--- src/design/mode_reg_pkg.sv ---
// Summary of operation
// - reading temperature status clears update flag
// - update flag is zero after power-up
// - rate bit two high above 85 C
// - rate change since last read sets flag
// - code 110 quarter interval with derating
// - rate field bits 2:0, 000 low limit
// - address 05h returns fixed vendor code
// - addresses 06h, 07h return revision codes
// - organisation bits 1:0 report S4 type
// - organisation bits 5:2 report density 0011
// - organisation bits 7:6 report bus width
// - calibration writes ab long, 56 short
// - calibration writes ff init, c3 reset
// - undefined calibration codes are ignored
// - supply strap blocks long and short calibration
// - bank mask bit one blocks bank refresh
// - only bank mask bits 3:0 are used
package mode_reg_pkg;

    // ------------------------------------------------------------
    // register addresses
    // ------------------------------------------------------------
    localparam logic [7:0] ADDR_TEMP_STATUS = 8'h04;
    localparam logic [7:0] ADDR_VENDOR = 8'h05;
    localparam logic [7:0] ADDR_REVISION_ONE = 8'h06;
    localparam logic [7:0] ADDR_REVISION_TWO = 8'h07;
    localparam logic [7:0] ADDR_ORGANISATION = 8'h08;
    localparam logic [7:0] ADDR_VENDOR_TEST = 8'h09;
    localparam logic [7:0] ADDR_CALIBRATION = 8'h0a;
    localparam logic [7:0] ADDR_RESERVED_LOW = 8'h0b;
    localparam logic [7:0] ADDR_RESERVED_HIGH = 8'h0f;
    localparam logic [7:0] ADDR_BANK_MASK = 8'h10;

    // ------------------------------------------------------------
    // field positions and codes
    // ------------------------------------------------------------
    localparam int FLAG_BIT = 7;
    localparam int RATE_HOT_BIT = 2;
    localparam logic [2:0] RATE_LOW_LIMIT = 3'h0;
    localparam logic [2:0] RATE_QUARTER = 3'h5;
    localparam logic [2:0] RATE_QUARTER_DERATE = 3'h6;
    localparam logic [2:0] RATE_HIGH_LIMIT = 3'h7;
    localparam logic [1:0] TYPE_S4 = 2'h0;
    localparam logic [3:0] DENSITY_512MB = 4'h3;
    localparam logic [1:0] WIDTH_X32 = 2'h0;
    localparam logic [1:0] WIDTH_X16 = 2'h1;
    localparam logic [7:0] CAL_CODE_INIT = 8'hff;
    localparam logic [7:0] CAL_CODE_LONG = 8'hab;
    localparam logic [7:0] CAL_CODE_SHORT = 8'h56;
    localparam logic [7:0] CAL_CODE_RESET = 8'hc3;
    localparam logic [7:0] READ_FILL = 8'h00;

    // ------------------------------------------------------------
    // reset values
    // ------------------------------------------------------------
    localparam logic FLAG_RESET = 1'b0;
    localparam logic [2:0] RATE_RESET = 3'h3;
    localparam logic [7:0] BANK_MASK_RESET = 8'h00;

    typedef enum logic [2:0] {
        CAL_NONE,
        CAL_INIT,
        CAL_LONG,
        CAL_SHORT,
        CAL_RESET
    } cal_cmd_t;

endpackage

--- src/design/refresh_rate_tracker.sv ---
`timescale 1ns/10ps
module refresh_rate_tracker (
    input wire logic clock,
    input wire logic rst_n,
    input wire logic [2:0] sensor_rate,
    input wire logic read_clear,
    output logic [2:0] rate_code,
    output logic update_flag
);

    typedef struct packed {
        logic primed;
        logic [2:0] code;
        logic flag;
    } track_t;

    track_t st_ff;
    track_t nxt_st;
    logic changed;

    // ------------------------------------------------------------
    // change tracking
    // ------------------------------------------------------------
    always_comb begin
        nxt_st = st_ff;
        changed = st_ff.primed && (sensor_rate != st_ff.code);
        nxt_st.primed = 1'b1;
        nxt_st.code = sensor_rate;
        // a change in the clearing cycle must not be lost
        if (changed) begin
            nxt_st.flag = 1'b1;
        end else if (read_clear) begin
            nxt_st.flag = 1'b0;
        end
    end

    // first sample after reset loads the code without raising the flag
    always_ff @(posedge clock or negedge rst_n) begin
        if (!rst_n) begin
            st_ff <= '{primed: 1'b0,
                       code: mode_reg_pkg::RATE_RESET,
                       flag: mode_reg_pkg::FLAG_RESET};
        end else begin
            st_ff <= nxt_st;
        end
    end

    assign rate_code = st_ff.code;
    assign update_flag = st_ff.flag;
endmodule

--- src/design/mode_register_file.sv ---
`timescale 1ns/10ps
module mode_register_file #(
    parameter int data_width = 32,
    parameter int bank_count = 4,
    // arbitrary value
    parameter logic [7:0] vendor_code = 8'h5a,
    // arbitrary value
    parameter logic [7:0] revision_one = 8'h0a,
    // arbitrary value
    parameter logic [7:0] revision_two = 8'h0b
) (
    input wire logic clock,
    input wire logic rst_n,
    input wire logic mrr_valid,
    input wire logic mrw_valid,
    input wire logic [7:0] mode_addr,
    input wire logic [7:0] write_data,
    input wire logic [2:0] sensor_rate,
    input wire logic ref_pin_at_supply,
    output logic read_valid,
    output logic [7:0] read_data,
    output logic [bank_count-1:0] bank_refresh_mask,
    output logic cal_init_start,
    output logic cal_long_start,
    output logic cal_short_start,
    output logic cal_reset_start,
    output logic derate_required,
    output logic rate_out_of_range
);

    // ------------------------------------------------------------
    // state
    // ------------------------------------------------------------
    typedef struct packed {
        logic rd_valid;
        logic [7:0] rd_data;
        logic [bank_count-1:0] mask;
        logic cal_init;
        logic cal_long;
        logic cal_short;
        logic cal_reset;
        logic strap_seen;
        logic strap_supply;
        logic derate;
        logic out_of_range;
    } regs_t;

    regs_t st_ff;
    regs_t nxt_st;

    logic [2:0] rate_code;
    logic update_flag;
    logic status_read;
    logic cal_write;
    logic mask_write;
    logic strap_now;
    logic [1:0] width_code;
    logic [7:0] temp_word;
    logic [7:0] org_word;
    logic [7:0] read_word;
    mode_reg_pkg::cal_cmd_t cal_cmd;

    // ------------------------------------------------------------
    // strobes
    // ------------------------------------------------------------
    assign status_read = mrr_valid &&
        (mode_addr == mode_reg_pkg::ADDR_TEMP_STATUS);
    assign cal_write = mrw_valid &&
        (mode_addr == mode_reg_pkg::ADDR_CALIBRATION);
    assign mask_write = mrw_valid &&
        (mode_addr == mode_reg_pkg::ADDR_BANK_MASK);

    // strap is sampled at the first edge after reset; until then the
    // live pin is used so an early command sees the same answer
    assign strap_now = st_ff.strap_seen ? st_ff.strap_supply :
        ref_pin_at_supply;

    assign width_code = (data_width == 16) ? mode_reg_pkg::WIDTH_X16 :
        mode_reg_pkg::WIDTH_X32;

    // ------------------------------------------------------------
    // temperature tracking
    // ------------------------------------------------------------
    refresh_rate_tracker tracker (
        .clock(clock),
        .rst_n(rst_n),
        .sensor_rate(sensor_rate),
        .read_clear(status_read),
        .rate_code(rate_code),
        .update_flag(update_flag)
    );

    // ------------------------------------------------------------
    // read words
    // ------------------------------------------------------------
    always_comb begin
        temp_word = 8'h00;
        // flag is returned before the read clears it
        temp_word[mode_reg_pkg::FLAG_BIT] = update_flag;
        // sensor code passes through unchanged, so bit two is the
        // above-85 indication and 000 the low limit
        temp_word[2:0] = rate_code;
    end

    assign org_word = {width_code, mode_reg_pkg::DENSITY_512MB,
        mode_reg_pkg::TYPE_S4};

    // write-only, test and reserved addresses read as fill
    always_comb begin
        read_word = mode_reg_pkg::READ_FILL;
        unique case (mode_addr)
            mode_reg_pkg::ADDR_TEMP_STATUS: begin
                read_word = temp_word;
            end
            mode_reg_pkg::ADDR_VENDOR: begin
                read_word = vendor_code;
            end
            mode_reg_pkg::ADDR_REVISION_ONE: begin
                read_word = revision_one;
            end
            mode_reg_pkg::ADDR_REVISION_TWO: begin
                read_word = revision_two;
            end
            mode_reg_pkg::ADDR_ORGANISATION: begin
                read_word = org_word;
            end
            default: begin
                read_word = mode_reg_pkg::READ_FILL;
            end
        endcase
    end

    // ------------------------------------------------------------
    // calibration decode
    // ------------------------------------------------------------
    always_comb begin
        cal_cmd = mode_reg_pkg::CAL_NONE;
        unique case (write_data)
            mode_reg_pkg::CAL_CODE_INIT: begin
                cal_cmd = mode_reg_pkg::CAL_INIT;
            end
            mode_reg_pkg::CAL_CODE_LONG: begin
                cal_cmd = mode_reg_pkg::CAL_LONG;
            end
            mode_reg_pkg::CAL_CODE_SHORT: begin
                cal_cmd = mode_reg_pkg::CAL_SHORT;
            end
            mode_reg_pkg::CAL_CODE_RESET: begin
                cal_cmd = mode_reg_pkg::CAL_RESET;
            end
            default: begin
                cal_cmd = mode_reg_pkg::CAL_NONE;
            end
        endcase
    end

    // ------------------------------------------------------------
    // next state
    // ------------------------------------------------------------
    always_comb begin
        nxt_st = st_ff;
        nxt_st.rd_valid = mrr_valid;
        nxt_st.cal_init = 1'b0;
        nxt_st.cal_long = 1'b0;
        nxt_st.cal_short = 1'b0;
        nxt_st.cal_reset = 1'b0;
        nxt_st.strap_seen = 1'b1;
        if (!st_ff.strap_seen) begin
            nxt_st.strap_supply = ref_pin_at_supply;
        end
        if (mrr_valid) begin
            nxt_st.rd_data = read_word;
        end
        // a pin tied to the supply means default calibration only:
        // only the reset to defaults still acts
        if (cal_write) begin
            nxt_st.cal_reset = (cal_cmd == mode_reg_pkg::CAL_RESET);
            if (!strap_now) begin
                nxt_st.cal_init = (cal_cmd == mode_reg_pkg::CAL_INIT);
                nxt_st.cal_long = (cal_cmd == mode_reg_pkg::CAL_LONG);
                nxt_st.cal_short = (cal_cmd == mode_reg_pkg::CAL_SHORT);
            end
        end
        // upper operand bits have no bank behind them
        if (mask_write) begin
            nxt_st.mask = write_data[bank_count-1:0];
        end
        nxt_st.derate =
            (rate_code == mode_reg_pkg::RATE_QUARTER_DERATE);
        // the controller acts on this; the device only flags it
        nxt_st.out_of_range =
            (rate_code == mode_reg_pkg::RATE_LOW_LIMIT) ||
            (rate_code == mode_reg_pkg::RATE_HIGH_LIMIT);
    end

    // ------------------------------------------------------------
    // registers
    // ------------------------------------------------------------
    always_ff @(posedge clock or negedge rst_n) begin
        if (!rst_n) begin
            st_ff <= '{rd_valid: 1'b0,
                       rd_data: mode_reg_pkg::READ_FILL,
                       mask: mode_reg_pkg::BANK_MASK_RESET[
                           bank_count-1:0],
                       cal_init: 1'b0,
                       cal_long: 1'b0,
                       cal_short: 1'b0,
                       cal_reset: 1'b0,
                       strap_seen: 1'b0,
                       strap_supply: 1'b0,
                       derate: 1'b0,
                       out_of_range: 1'b0};
        end else begin
            st_ff <= nxt_st;
        end
    end

    assign read_valid = st_ff.rd_valid;
    assign read_data = st_ff.rd_data;
    assign bank_refresh_mask = st_ff.mask;
    assign cal_init_start = st_ff.cal_init;
    assign cal_long_start = st_ff.cal_long;
    assign cal_short_start = st_ff.cal_short;
    assign cal_reset_start = st_ff.cal_reset;
    assign derate_required = st_ff.derate;
    assign rate_out_of_range = st_ff.out_of_range;
endmodule

--- config.mk ---
export PLATFORM = sky130hd
export DESIGN_NAME = mode_register_file
export DESIGN_NICKNAME = d
export VERILOG_FILES = /design/src/design/mode_reg_pkg.sv /design/src/design/refresh_rate_tracker.sv /design/src/design/mode_register_file.sv
export SDC_FILE = /design/constraint.sdc
export NUM_CORES = 1
export LEC_CHECK = 0
export BUFFER_PORTS_ARGS = -buffer_cell sky130_fd_sc_hd__buf_2
export CORE_MARGIN = 2
export CORE_UTILIZATION = 45
export DETAILED_ROUTE_END_ITERATION = 16
export GPL_ROUTABILITY_DRIVEN = 0
export PLACE_DENSITY = 0.84
export RECOVER_POWER = 25
export SETUP_SLACK_MARGIN = 0.1
export SLEW_MARGIN = 20
export SYNTH_ARGS = -nofsm -noshare
export SYNTH_HDL_FRONTEND = slang
export SYNTH_SLANG_ARGS = --single-unit
--- constraint.sdc ---
create_clock -name clock -period 1.7 [get_ports clock]
set_clock_uncertainty 0.1 [all_clocks]
set_input_delay 0.51 -clock clock [delete_from_list [all_inputs] [get_ports clock]]
set_output_delay 0.51 -clock clock [all_outputs]
set_load 0.005 [all_outputs]
After elaboration in Yosys (flattened, before gate mapping)
Index checks and enable logic that the tools add are counted.
{"block": "op_classes", "addsub": 0, "multipliers": 0, "div_mod_pow": 0, "n_lt_le_gt_ge": 0, "n_eq_ne": 18, "shift": 0, "muxes": 7, "bitwise_logic": 0, "reduce_logical": 7}
{"operator": "case mux 8 bit (5 select lines)", "count": 1}
{"operator": "equality test 8 x 3 -> 1 bit, second input constant", "count": 4}
{"operator": "equality test 8 bit, second input constant", "count": 3}
{"operator": "equality test 8 x 4 -> 1 bit, second input constant", "count": 2}
{"operator": "case mux 3 bit (4 select lines)", "count": 1}
{"operator": "equality test 3 bit, second input constant", "count": 3}
{"operator": "equality test 8 x 5 -> 1 bit, second input constant", "count": 1}
{"operator": "equality test 8 x 7 -> 1 bit, second input constant", "count": 1}
{"operator": "equality test 3 x 2 -> 1 bit, second input constant", "count": 2}
{"operator": "logical AND 1 bit", "count": 4}
{"operator": "two-way mux 4 bit", "count": 1}
{"operator": "equality test 3 x 1 -> 1 bit, second input constant", "count": 1}
{"operator": "zero test 3 bit", "count": 1}
{"operator": "two-way mux 1 bit", "count": 3}
{"operator": "two-way mux 3 bit", "count": 1}
{"operator": "!= test 3 bit", "count": 1}
{"operator": "nonzero test 2 bit", "count": 1}
{"operator": "logical OR 1 bit", "count": 1}
{"block": "word_totals", "register_bits": 25, "latchBits": 0, "ramBits": 0, "mem_bits_ro": 0, "input_bits": 24, "output_inout_bits": 19, "mem_count": 0}

Longest topological paths before layout
Gate-level depths: netlist (run 1).
{"block": "logic_depth", "ltp_word": 5, "depth_mapped": 3}

Modules after synthesis
Synthesis (run 1) repeated with hierarchy kept, for this count alone.
{"block": "hier_totals", "cells_unflattened": 99, "hier_area_um2": 1152.4}
{"module": "mode_register_file", "instances": 1, "cells_per_inst": 84, "area_each_um2": 955.9, "seq_area_each_um2": 475.5}
{"module": "refresh_rate_tracker", "instances": 1, "cells_per_inst": 15, "area_each_um2": 196.4, "seq_area_each_um2": 127.6}

Worst setup path after synthesis (run 1)
No wires, ideal clock.
{"block": "synth_path", "kind": "in2reg", "startpoint": "input mode_addr[5]", "endpoint": "register tracker.st_ff (netlist bit tracker.update_flag)", "arrival_time_ps": 1278, "t_required_ps": 1479, "slack_ps": 201, "path_stages": 3, "n_path_buf": 0, "cell_sequence": "nor4_4 nand4_1 a22o_1"}
{"block": "synth_between", "elab_chain_len": 3}
{"item": "start, declared", "line": "mode_register_file.sv:16", "rtl": "input wire logic [7:0] mode_addr,"}
{"item": "equality test 8 x 3 -> 1 bit", "line": "mode_register_file.sv:67", "rtl": "(mode_addr == mode_reg_pkg::ADDR_TEMP_STATUS);"}
{"item": "logical AND 1 bit", "line": "mode_register_file.sv:66", "rtl": "assign status_read = mrr_valid &&"}
{"item": "nonzero test 2 bit (no line)"}
{"item": "end signal, assigned", "line": "refresh_rate_tracker.sv:40", "rtl": "st_ff <= '{primed: 1'b0,"}
{"item": "end signal, assigned", "line": "refresh_rate_tracker.sv:44", "rtl": "st_ff <= nxt_st;"}
{"item": "end, declared", "line": "refresh_rate_tracker.sv:17", "rtl": "track_t st_ff;"}
No other way between the ends.
A chain may end at the register's enable or synchronous reset.

Worst setup path after layout (run 1)
{"block": "layout_path", "startpoint": "register st_ff (netlist bit read_data[6])", "endpoint": "output read_data[6]"}
{"item": "start, declared", "line": "mode_register_file.sv:48", "rtl": "regs_t st_ff;"}
{"item": "start signal, assigned", "line": "mode_register_file.sv:201", "rtl": "st_ff <= '{rd_valid: 1'b0,"}
{"item": "start signal, assigned", "line": "mode_register_file.sv:214", "rtl": "st_ff <= nxt_st;"}
{"item": "end, declared", "line": "mode_register_file.sv:21", "rtl": "output logic [7:0] read_data,"}
No word-level cell between the ends.

==> qor.yml, run 1 <==
n_fill_cell: 202
rows: 17
start_util_pct: 47.8
tightest_slew_ns: 1.15
critPathKind: "register to output port"
status: "completed"
io_buffers: 41
io-pin-count: 43
grt_util_all_layers_pct: 15.9
maxCapViolations: 0
slew-limit-headroom_pct: 23.1
max_freq_mhz: 682
dp_worst_setup_slack_ns: -0.0354
synth-main-ff-cell: "dfrtp_1"
drc: 0
setup_viol: 0
drt_iter0_markers: 19
dp_hpwl_um: 1610
period_needed_ns: 1.47
cellLeakagePower_nw: 0.651
path_clk_slew_ns: 0.12
crit_buf_inv: 1
yosysSeqAreaShare_pct: 54.1
final_core_util_pct: 57.2
drive_above_1_share_pct: 37.6
antenna_found_initial: 0
grt_pass1_wl_um: 3230
critPathSlowestCell: "dfrtp_1"
cp_data_arrival_time_ns: 0.86
multiInputGateArea_sq_um: 389
vias: 811
cts_max_path_buffers: 2
path_cells: "buf_2"
cts.sinks: 23
avgSynthCellArea_sq_um: 11.2
cts_tree: "built"
nets: 158
rsz0062_at_grt: "false"
syn2layout_area_growth_pct: 19.6
vias_per_cell: 5.04
setup_tns_ns: 0
post_cts_buffers: 0
grt_pass1_vias: 785
p_per_area_nw_per_um2: 732
worstPathMaxFanout: 3
irDropWorstVdd_uv: 430
hold_viol_final: 0
reg2reg_slack_ns: 0.24
synth_edf_count: 0
cts-root-buf: "clkbuf_4"
critPathTopFamily: "flip-flops"
final_common_cell: "buf_2"
hold_buffers: 0
synth_area_sq_um: 1070
synth_nets: 119
worst_slack_ns: 0.234
die_h_um: 52.7
mostFrequentLayoutCells: "36 x buf_2, 21 x dfrtp_1, 8 x nand2_1"
first_pass_iters: 4
synth-seq-cells: 23
hp-class: "input port to register"
n_antenna_cell: 0
cts_buffers: 3
power.total_w: 0.000936
grt-ovfl-total: 0
routed_wl_um: 1970
period_share_pct: 86.2
cp-end-kind: "output port"
drtAntennaViolNets: 0
critPathLaunchType: "register"
clk-insertion-delay-late_ns: 0.30
synthTopCellsByArea: "dfrtp_1 49%, buf_4 8.4%, dfstp_2 4.9%"
die_area_sq_um: 2780
coreArea_sq_um: 2230
worstPathRequired_ns: 1.09
synth_area_leader_cell: "dfrtp_1"
async_reset_ff_share_pct: 100
slew_violations: 0
grt_max_degree: 24
syn_inst: 95
synth_top_cell_area_share_pct: 49.2
h-tree-depth: 1
cts_resized: 0
ys_types: 30
seq_area_sq_um: 578
drt-wirelength-per-cell_um: 12.2
fp.dieW_um: 52.7
slowest_delay_ns: 0.42
ys_warn_count: 0
## layout make-up
cell class	instances	share of cell area [%]
Clock buffer	3	1.76
Inverter	3	0.881
Clock inverter	1	0.392
Timing Repair Buffer	46	18.5
Multi-Input combinational cell	57	30.5
Sequential cell	23	45.2
Tap cell	28	2.74
## cells in the mapped netlist (2+ instances only)
library cell  count
mux2_1            4
or3_1             2
nand3_1           6
inv_1             3
o31ai_1           2
nand2_1           8
buf_4            12
nand3b_1          2
xnor2_1           3
nand4_1           2
dfstp_2           2
nor2b_1           2
o2bb2ai_1         2
nor3_1            5
conb_1            2
dfrtp_1          21
nor2_1            4
## through the flow
stage / std cells / hold WS (ns) / area, sq um
finish: 161 / 0.204 / 1280
global route: 161 / 0.177 / 1280
CTS: 161 / 0.0511 / 1280
detailed placement: 157 / 0.372 / 1260
global placement: 157 / 0.364 / 1260
floorplan: 95 / 0.114 / 1070
## worst paths after layout
kind | from | to | depth (start not counted)
hold / removal | sensor_rate[0] | tracker.rate_code[0] | 1
min in group asynchronous | rst_n | cal_reset_start | 1
hold reg to reg | read_data[0] | read_data[0] | 2
setup / recovery | read_data[6] | read_data[6] | 1
max in group asynchronous | rst_n | read_data[0] | 1
setup reg to reg | tracker.st_ff[4] | cal_init_start | 3
## per-layer routing
layer	vias up	share of wire, %	track usage, %
li1	399	-	-
met1	380	44	18.2
met2	30	49	28.7
met3	2	5.9	3.14
met4	0	0.76	5.98
met5	-	0	0
## cell families after synthesis
family | after synthesis | share of synthesized area, %
compound gates | 8 | 5.74
other cells | 2 | 0.703
simple gates | 39 | 21.9
flops | 23 | 54.1
buf+inv | 15 | 9.49
mux | 5 | 5.62
xor+xnor | 3 | 2.46
## sequential cells by signal, summed over array words and instances (netlist names)
name                 cells
bank_refresh_mask        4
tracker.rate_code        3
tracker.update_flag      1
read_valid               1
derate_required          1
st_ff                    1
cal_reset_start          1
read_data                6
cal_short_start          1
rate_out_of_range        1
cal_long_start           1
cal_init_start           1
tracker.st_ff            1
## power breakdown
part	total [W]	leakage (nW)	internal, W	switching, W
clock	0.000243	0.0177	0.0000878	0.000155
combinational	0.000115	0.337	0.0000556	0.0000593
sequential	0.000578	0.296	0.000567	0.0000109
(Power assumes the default switching activity.)
==> inputs of run 2 (changes only) <==
--- a/config.mk
+++ b/config.mk
@@ -5,12 +5,12 @@
 export SDC_FILE = /design/constraint.sdc
 export NUM_CORES = 1
 export LEC_CHECK = 0
-export BUFFER_PORTS_ARGS = -buffer_cell sky130_fd_sc_hd__buf_2
 export CORE_MARGIN = 2
 export CORE_UTILIZATION = 45
 export DETAILED_ROUTE_END_ITERATION = 16
+export DONT_BUFFER_PORTS = 1
 export GPL_ROUTABILITY_DRIVEN = 0
-export PLACE_DENSITY = 0.84
+export PLACE_DENSITY = 0.69
 export RECOVER_POWER = 25
 export SETUP_SLACK_MARGIN = 0.1
 export SLEW_MARGIN = 20
==> qor.yml, run 2 (same netlist as run 1, synthesis figures left out) <==
worstPathMaxFanout: 3  # unchanged
critPathKind: "register to register"
grt_pass1_wl_um: 2860  # -11%
antenna_found_initial: 0  # unchanged
fp.dieW_um: 52.7  # unchanged
setup_tns_ns: 0  # unchanged
period_share_pct: 86.3  # +0.11 points
irDropWorstVdd_uv: 469  # +9.0%
cts_resized: 0  # unchanged
worstPathRequired_ns: 1.82  # +0.73 ns
cts-root-buf: "clkbuf_4"
vias: 650  # -20%
slew-limit-headroom_pct: 19.6  # -3.5 points
routed_wl_um: 1810  # -8.5%
cp-end-kind: "register"
dp_hpwl_um: 1430  # -12%
first_pass_iters: 4  # unchanged
hold_viol_final: 0  # unchanged
path_clk_slew_ns: 0.13  # about the same
drc: 0  # unchanged
cp_data_arrival_time_ns: 1.59  # +0.73 ns
finalInstanceArea_sq_um: 1060  # -17%
power.total_w: 0.000883  # -5.6%
cts_buffers: 3  # unchanged
post_cts_buffers: 0  # unchanged
start_util_pct: 47.8  # unchanged
io_buffers: 0  # -100%
maxCapViolations: 0  # unchanged
rsz0062_at_grt: "false"
die_h_um: 52.7  # unchanged
cts_tree: "built"
critPathLaunchType: "register"
io-pin-count: 43  # unchanged
placedInstanceArea_sq_um: 1030  # -18%
mostFrequentLayoutCells: "21 x dfrtp_1, 8 x nand2_1, 6 x nand3_1"
p_per_area_nw_per_um2: 833  # +14%
grt_pass1_vias: 700  # -11%
grt-ovfl-total: 0  # unchanged
final_common_cell: "dfrtp_1"
setup_viol: 0  # unchanged
grt_max_degree: 24  # unchanged
die_area_sq_um: 2780  # unchanged
drt_iter0_markers: 10  # -9
tightest_slew_ns: 1.21  # +0.0519 ns
coreArea_sq_um: 2230  # unchanged
rows: 17  # unchanged
syn2layout_area_growth_pct: -0.819
drt-wirelength-per-cell_um: 15.3  # +25%
clk-insertion-delay-late_ns: 0.31  # about the same
max_freq_mhz: 681  # -0.13%
period_needed_ns: 1.47  # +0.00187 ns
status: "completed"
grt_util_all_layers_pct: 14.5  # -1.4 points
cts.sinks: 23  # unchanged
largest_reg_flops: 6  # unchanged
vias_per_cell: 5.51  # +9.4%
cellLeakagePower_nw: 0.465  # -29%
n_fill_cell: 211  # +4.5%
cts_max_path_buffers: 2  # unchanged
n_antenna_cell: 0  # unchanged
hp-class: "input port to register"
nets: 115  # -27%
drive_above_1_share_pct: 12.2  # -25 points
h-tree-depth: 1  # unchanged
drtAntennaViolNets: 0  # unchanged
slew_violations: 0  # unchanged
==> run 2: cell types whose count changed in the layout (fill, tap and decap cells not counted), sizes merged <==
cell	previous run	this run
buf	41	2
clkbuf	8	4
==> run 2: worst max-delay path, cell delays in order, from the launching register on <==
cell     delay [ns]
dfrtp_1        0.41
mux2_4         0.32
or3_4          0.39
nor3_1         0.18
==> run 2: cell type report <==
| cell class | count | area [sq um] | area share (%) |
|---|---|---|---|
| multi-input combinational | 57 | 389 | 36.7 |
| sequential | 23 | 578 | 54.5 |
| clock buffer | 3 | 22.5 | 2.13 |
| inverter | 3 | 11.3 | 1.06 |
| timing repair buffer | 3 | 18.8 | 1.77 |
| clock inverter | 1 | 5.00 | 0.472 |
| tap | 28 | 35.0 | 3.31 |
==> run 2: where the power goes <==
part	total, W	internal, W	switching (W)
logic	0.0000590	0.0000283	0.0000308
clock network	0.000243	0.0000876	0.000156
registers	0.000581	0.000567	0.0000137
==> run 2: per-layer routing <==
layer | wire length, um | share of wire, % | track usage [%]
met2 | 816 | 45 | 21.3
met5 | 0 | 0 | 0
met1 | 786 | 44 | 17.6
met3 | 184 | 10 | 6.29
met4 | 17 | 0.94 | 8.12
==> run 2: worst paths after layout <==
check	start	cells after the start	to	slack, ns
max reg2reg	tracker.st_ff[4]	3	cal_long_start	0.23
min	sensor_rate[0]	0	tracker.rate_code[0]	0.08
min in group asynchronous	rst_n	1	tracker.rate_code[2]	0.32
min reg2reg	read_data[0]	2	read_data[0]	0.42
max in group asynchronous	rst_n	1	cal_reset_start	0.46
max	tracker.st_ff[4]	3	cal_long_start	0.23
==> run 2: what timing repair did <==
item,4_1_cts,5_1_grt
endpoints found under the setup margin,0,0
hold buffers,1,0
endpoints found under the hold margin,23,0
==> run 2: through the flow <==
stage	hold slack (ns)	worst slack, ns	utilization [%]	std cells
after floorplan	0.114	0.201	-	95
after global placement	0.115	0.0975	46.1	113
after detailed placement	0.115	0.0687	46.1	113
after CTS	0.0670	0.116	47.7	118
after global routing	0.0576	0.134	47.5	118
final	0.0800	0.232	47.5	118
==> inputs of run 3 (changes only) <==
--- a/config.mk
+++ b/config.mk
@@ -11,7 +11,6 @@
 export DONT_BUFFER_PORTS = 1
 export GPL_ROUTABILITY_DRIVEN = 0
 export PLACE_DENSITY = 0.69
-export RECOVER_POWER = 25
 export SETUP_SLACK_MARGIN = 0.1
 export SLEW_MARGIN = 20
 export SYNTH_ARGS = -nofsm -noshare
==> qor.yml, run 3 (same netlist as run 1, synthesis figures left out) <==
grt_pass1_vias: 700  # unchanged
cts_tree: "built"
hp-class: "input port to async pin"
final_core_util_pct: 47.5  # +0.056 points
drive_above_1_share_pct: 13.3  # +1.1 points
cellLeakagePower_nw: 0.467  # +0.59%
drt-wirelength-per-cell_um: 15.3  # about the same
worstPathMaxFanout: 3  # unchanged
rsz0062_at_grt: "false"
grt_util_all_layers_pct: 14.5  # unchanged
drc: 0  # unchanged
io_buffers: 0  # unchanged
period_needed_ns: 1.47  # unchanged
cts_resized: 0  # unchanged
mostFrequentLayoutCells: "21 x dfrtp_1, 8 x nand2_1, 6 x nand3_1"
slew_violations: 0  # unchanged
cts-root-buf: "clkbuf_4"
start_util_pct: 47.8  # unchanged
grt-ovfl-total: 0  # unchanged
path_clk_slew_ns: 0.13  # about the same
seq_area_sq_um: 578  # unchanged
rows: 17  # unchanged
setup_viol: 0  # unchanged
final_common_cell: "dfrtp_1"
first_pass_iters: 4  # unchanged
holdWs_ns: 0.0471  # -0.0329 ns
clk-insertion-delay-late_ns: 0.31  # about the same
setup_tns_ns: 0  # unchanged
critPathLaunchType: "register"
worstPathRequired_ns: 1.82  # about the same
slew-limit-headroom_pct: 66.3  # +47 points
nets: 115  # unchanged
vias_per_cell: 5.51  # unchanged
cts.sinks: 23  # unchanged
cp_data_arrival_time_ns: 1.59  # about the same
p_per_area_nw_per_um2: 833  # about the same
grt_max_degree: 24  # unchanged
multiInputGateArea_sq_um: 389  # unchanged
drt_iter0_markers: 10  # unchanged
n_antenna_cell: 0  # unchanged
n_fill_cell: 210  # -0.47%
status: "completed"
syn2layout_area_growth_pct: -0.702
routed_wl_um: 1800  # about the same
hold_viol_final: 0  # unchanged
io-pin-count: 43  # unchanged
dp_hpwl_um: 1430  # unchanged
largest_reg_flops: 6  # unchanged
fp.dieW_um: 52.7  # unchanged
max_freq_mhz: 681  # unchanged
worst_r2r_path_depth: 3  # unchanged
irDropWorstVdd_uv: 469  # about the same
period_share_pct: 86.3  # unchanged
die_area_sq_um: 2780  # unchanged
maxCapViolations: 0  # unchanged
tightest_slew_ns: 0.505  # -0.700 ns
vias: 650  # unchanged
h-tree-depth: 1  # unchanged
cts_buffers: 3  # unchanged
grt_pass1_wl_um: 2860  # unchanged
critPathKind: "register to register"
cp-end-kind: "register"
die_h_um: 52.7  # unchanged
drtAntennaViolNets: 0  # unchanged
coreArea_sq_um: 2230  # unchanged
cts_max_path_buffers: 2  # unchanged
antenna_found_initial: 0  # unchanged
## run 3: changes by cell type in the layout (fill, tap and decap cells not counted)
cell	change
buf_2	+1
clkbuf_1	-1
## run 3: worst max-delay path: stages, from the launching register on
cell	delay (ns)
dfrtp_1	0.41
mux2_4	0.32
or3_4	0.39
nor3_1	0.18
## run 3: routing by layer
layer,global-route usage [%],vias up,part of all wire (%),routed length [um]
li1,-,312,-,-
met1,17.6,309,44,785
met2,21.3,27,45,816
met3,6.29,2,10,184
met4,8.12,0,0.94,17
met5,0,-,0,0
## run 3: path summary, 6_finish.rpt
check,endpoint,from,slack [ns]
min in group clock,tracker.rate_code[0],sensor_rate[0],0.08
max in group asynchronous,tracker.rate_code[1],rst_n,1.10
worst max-delay path,cal_long_start,tracker.st_ff[4],0.23
worst max register to register,cal_long_start,tracker.st_ff[4],0.23
worst min-delay path,tracker.rate_code[2],rst_n,0.05
worst min register to register,read_data[0],read_data[0],0.42
## run 3: area by class of cell
type,count,share of cell area [%]
Tap cell,28,3.30
Clock buffer,3,2.12
Multi-Input combinational cell,57,36.7
Sequential cell,23,54.5
Clock inverter,1,0.472
Timing Repair Buffer,3,1.89
Inverter,3,1.06
## run 3: stage by stage
| stage | setup slack, ns | cell area, sq um | instances | total power, W |
|---|---|---|---|---|
| after detailed placement | 0.0687 | 1030 | 113 | 0.000641 |
| after CTS | 0.116 | 1070 | 118 | 0.000900 |
| after floorplan | 0.201 | 1070 | 95 | 0.000640 |
| after global routing | 0.134 | 1060 | 118 | 0.000923 |
| final | 0.232 | 1060 | 118 | 0.000883 |
| after global placement | 0.0975 | 1030 | 113 | 0.000639 |
## run 3: timing repair
item	4_1_cts	5_1_grt
endpoints found under the hold margin	23	0
hold buffers	1	0
buffers inserted	0	0
## run 3: report_power, final
group,internal [W],switching [W],total (W)
Clock,0.0000876,0.000156,0.000243
Combinational,0.0000287,0.0000308,0.0000594
Sequential,0.000567,0.0000137,0.000581
Total,0.000683,0.000200,0.000883
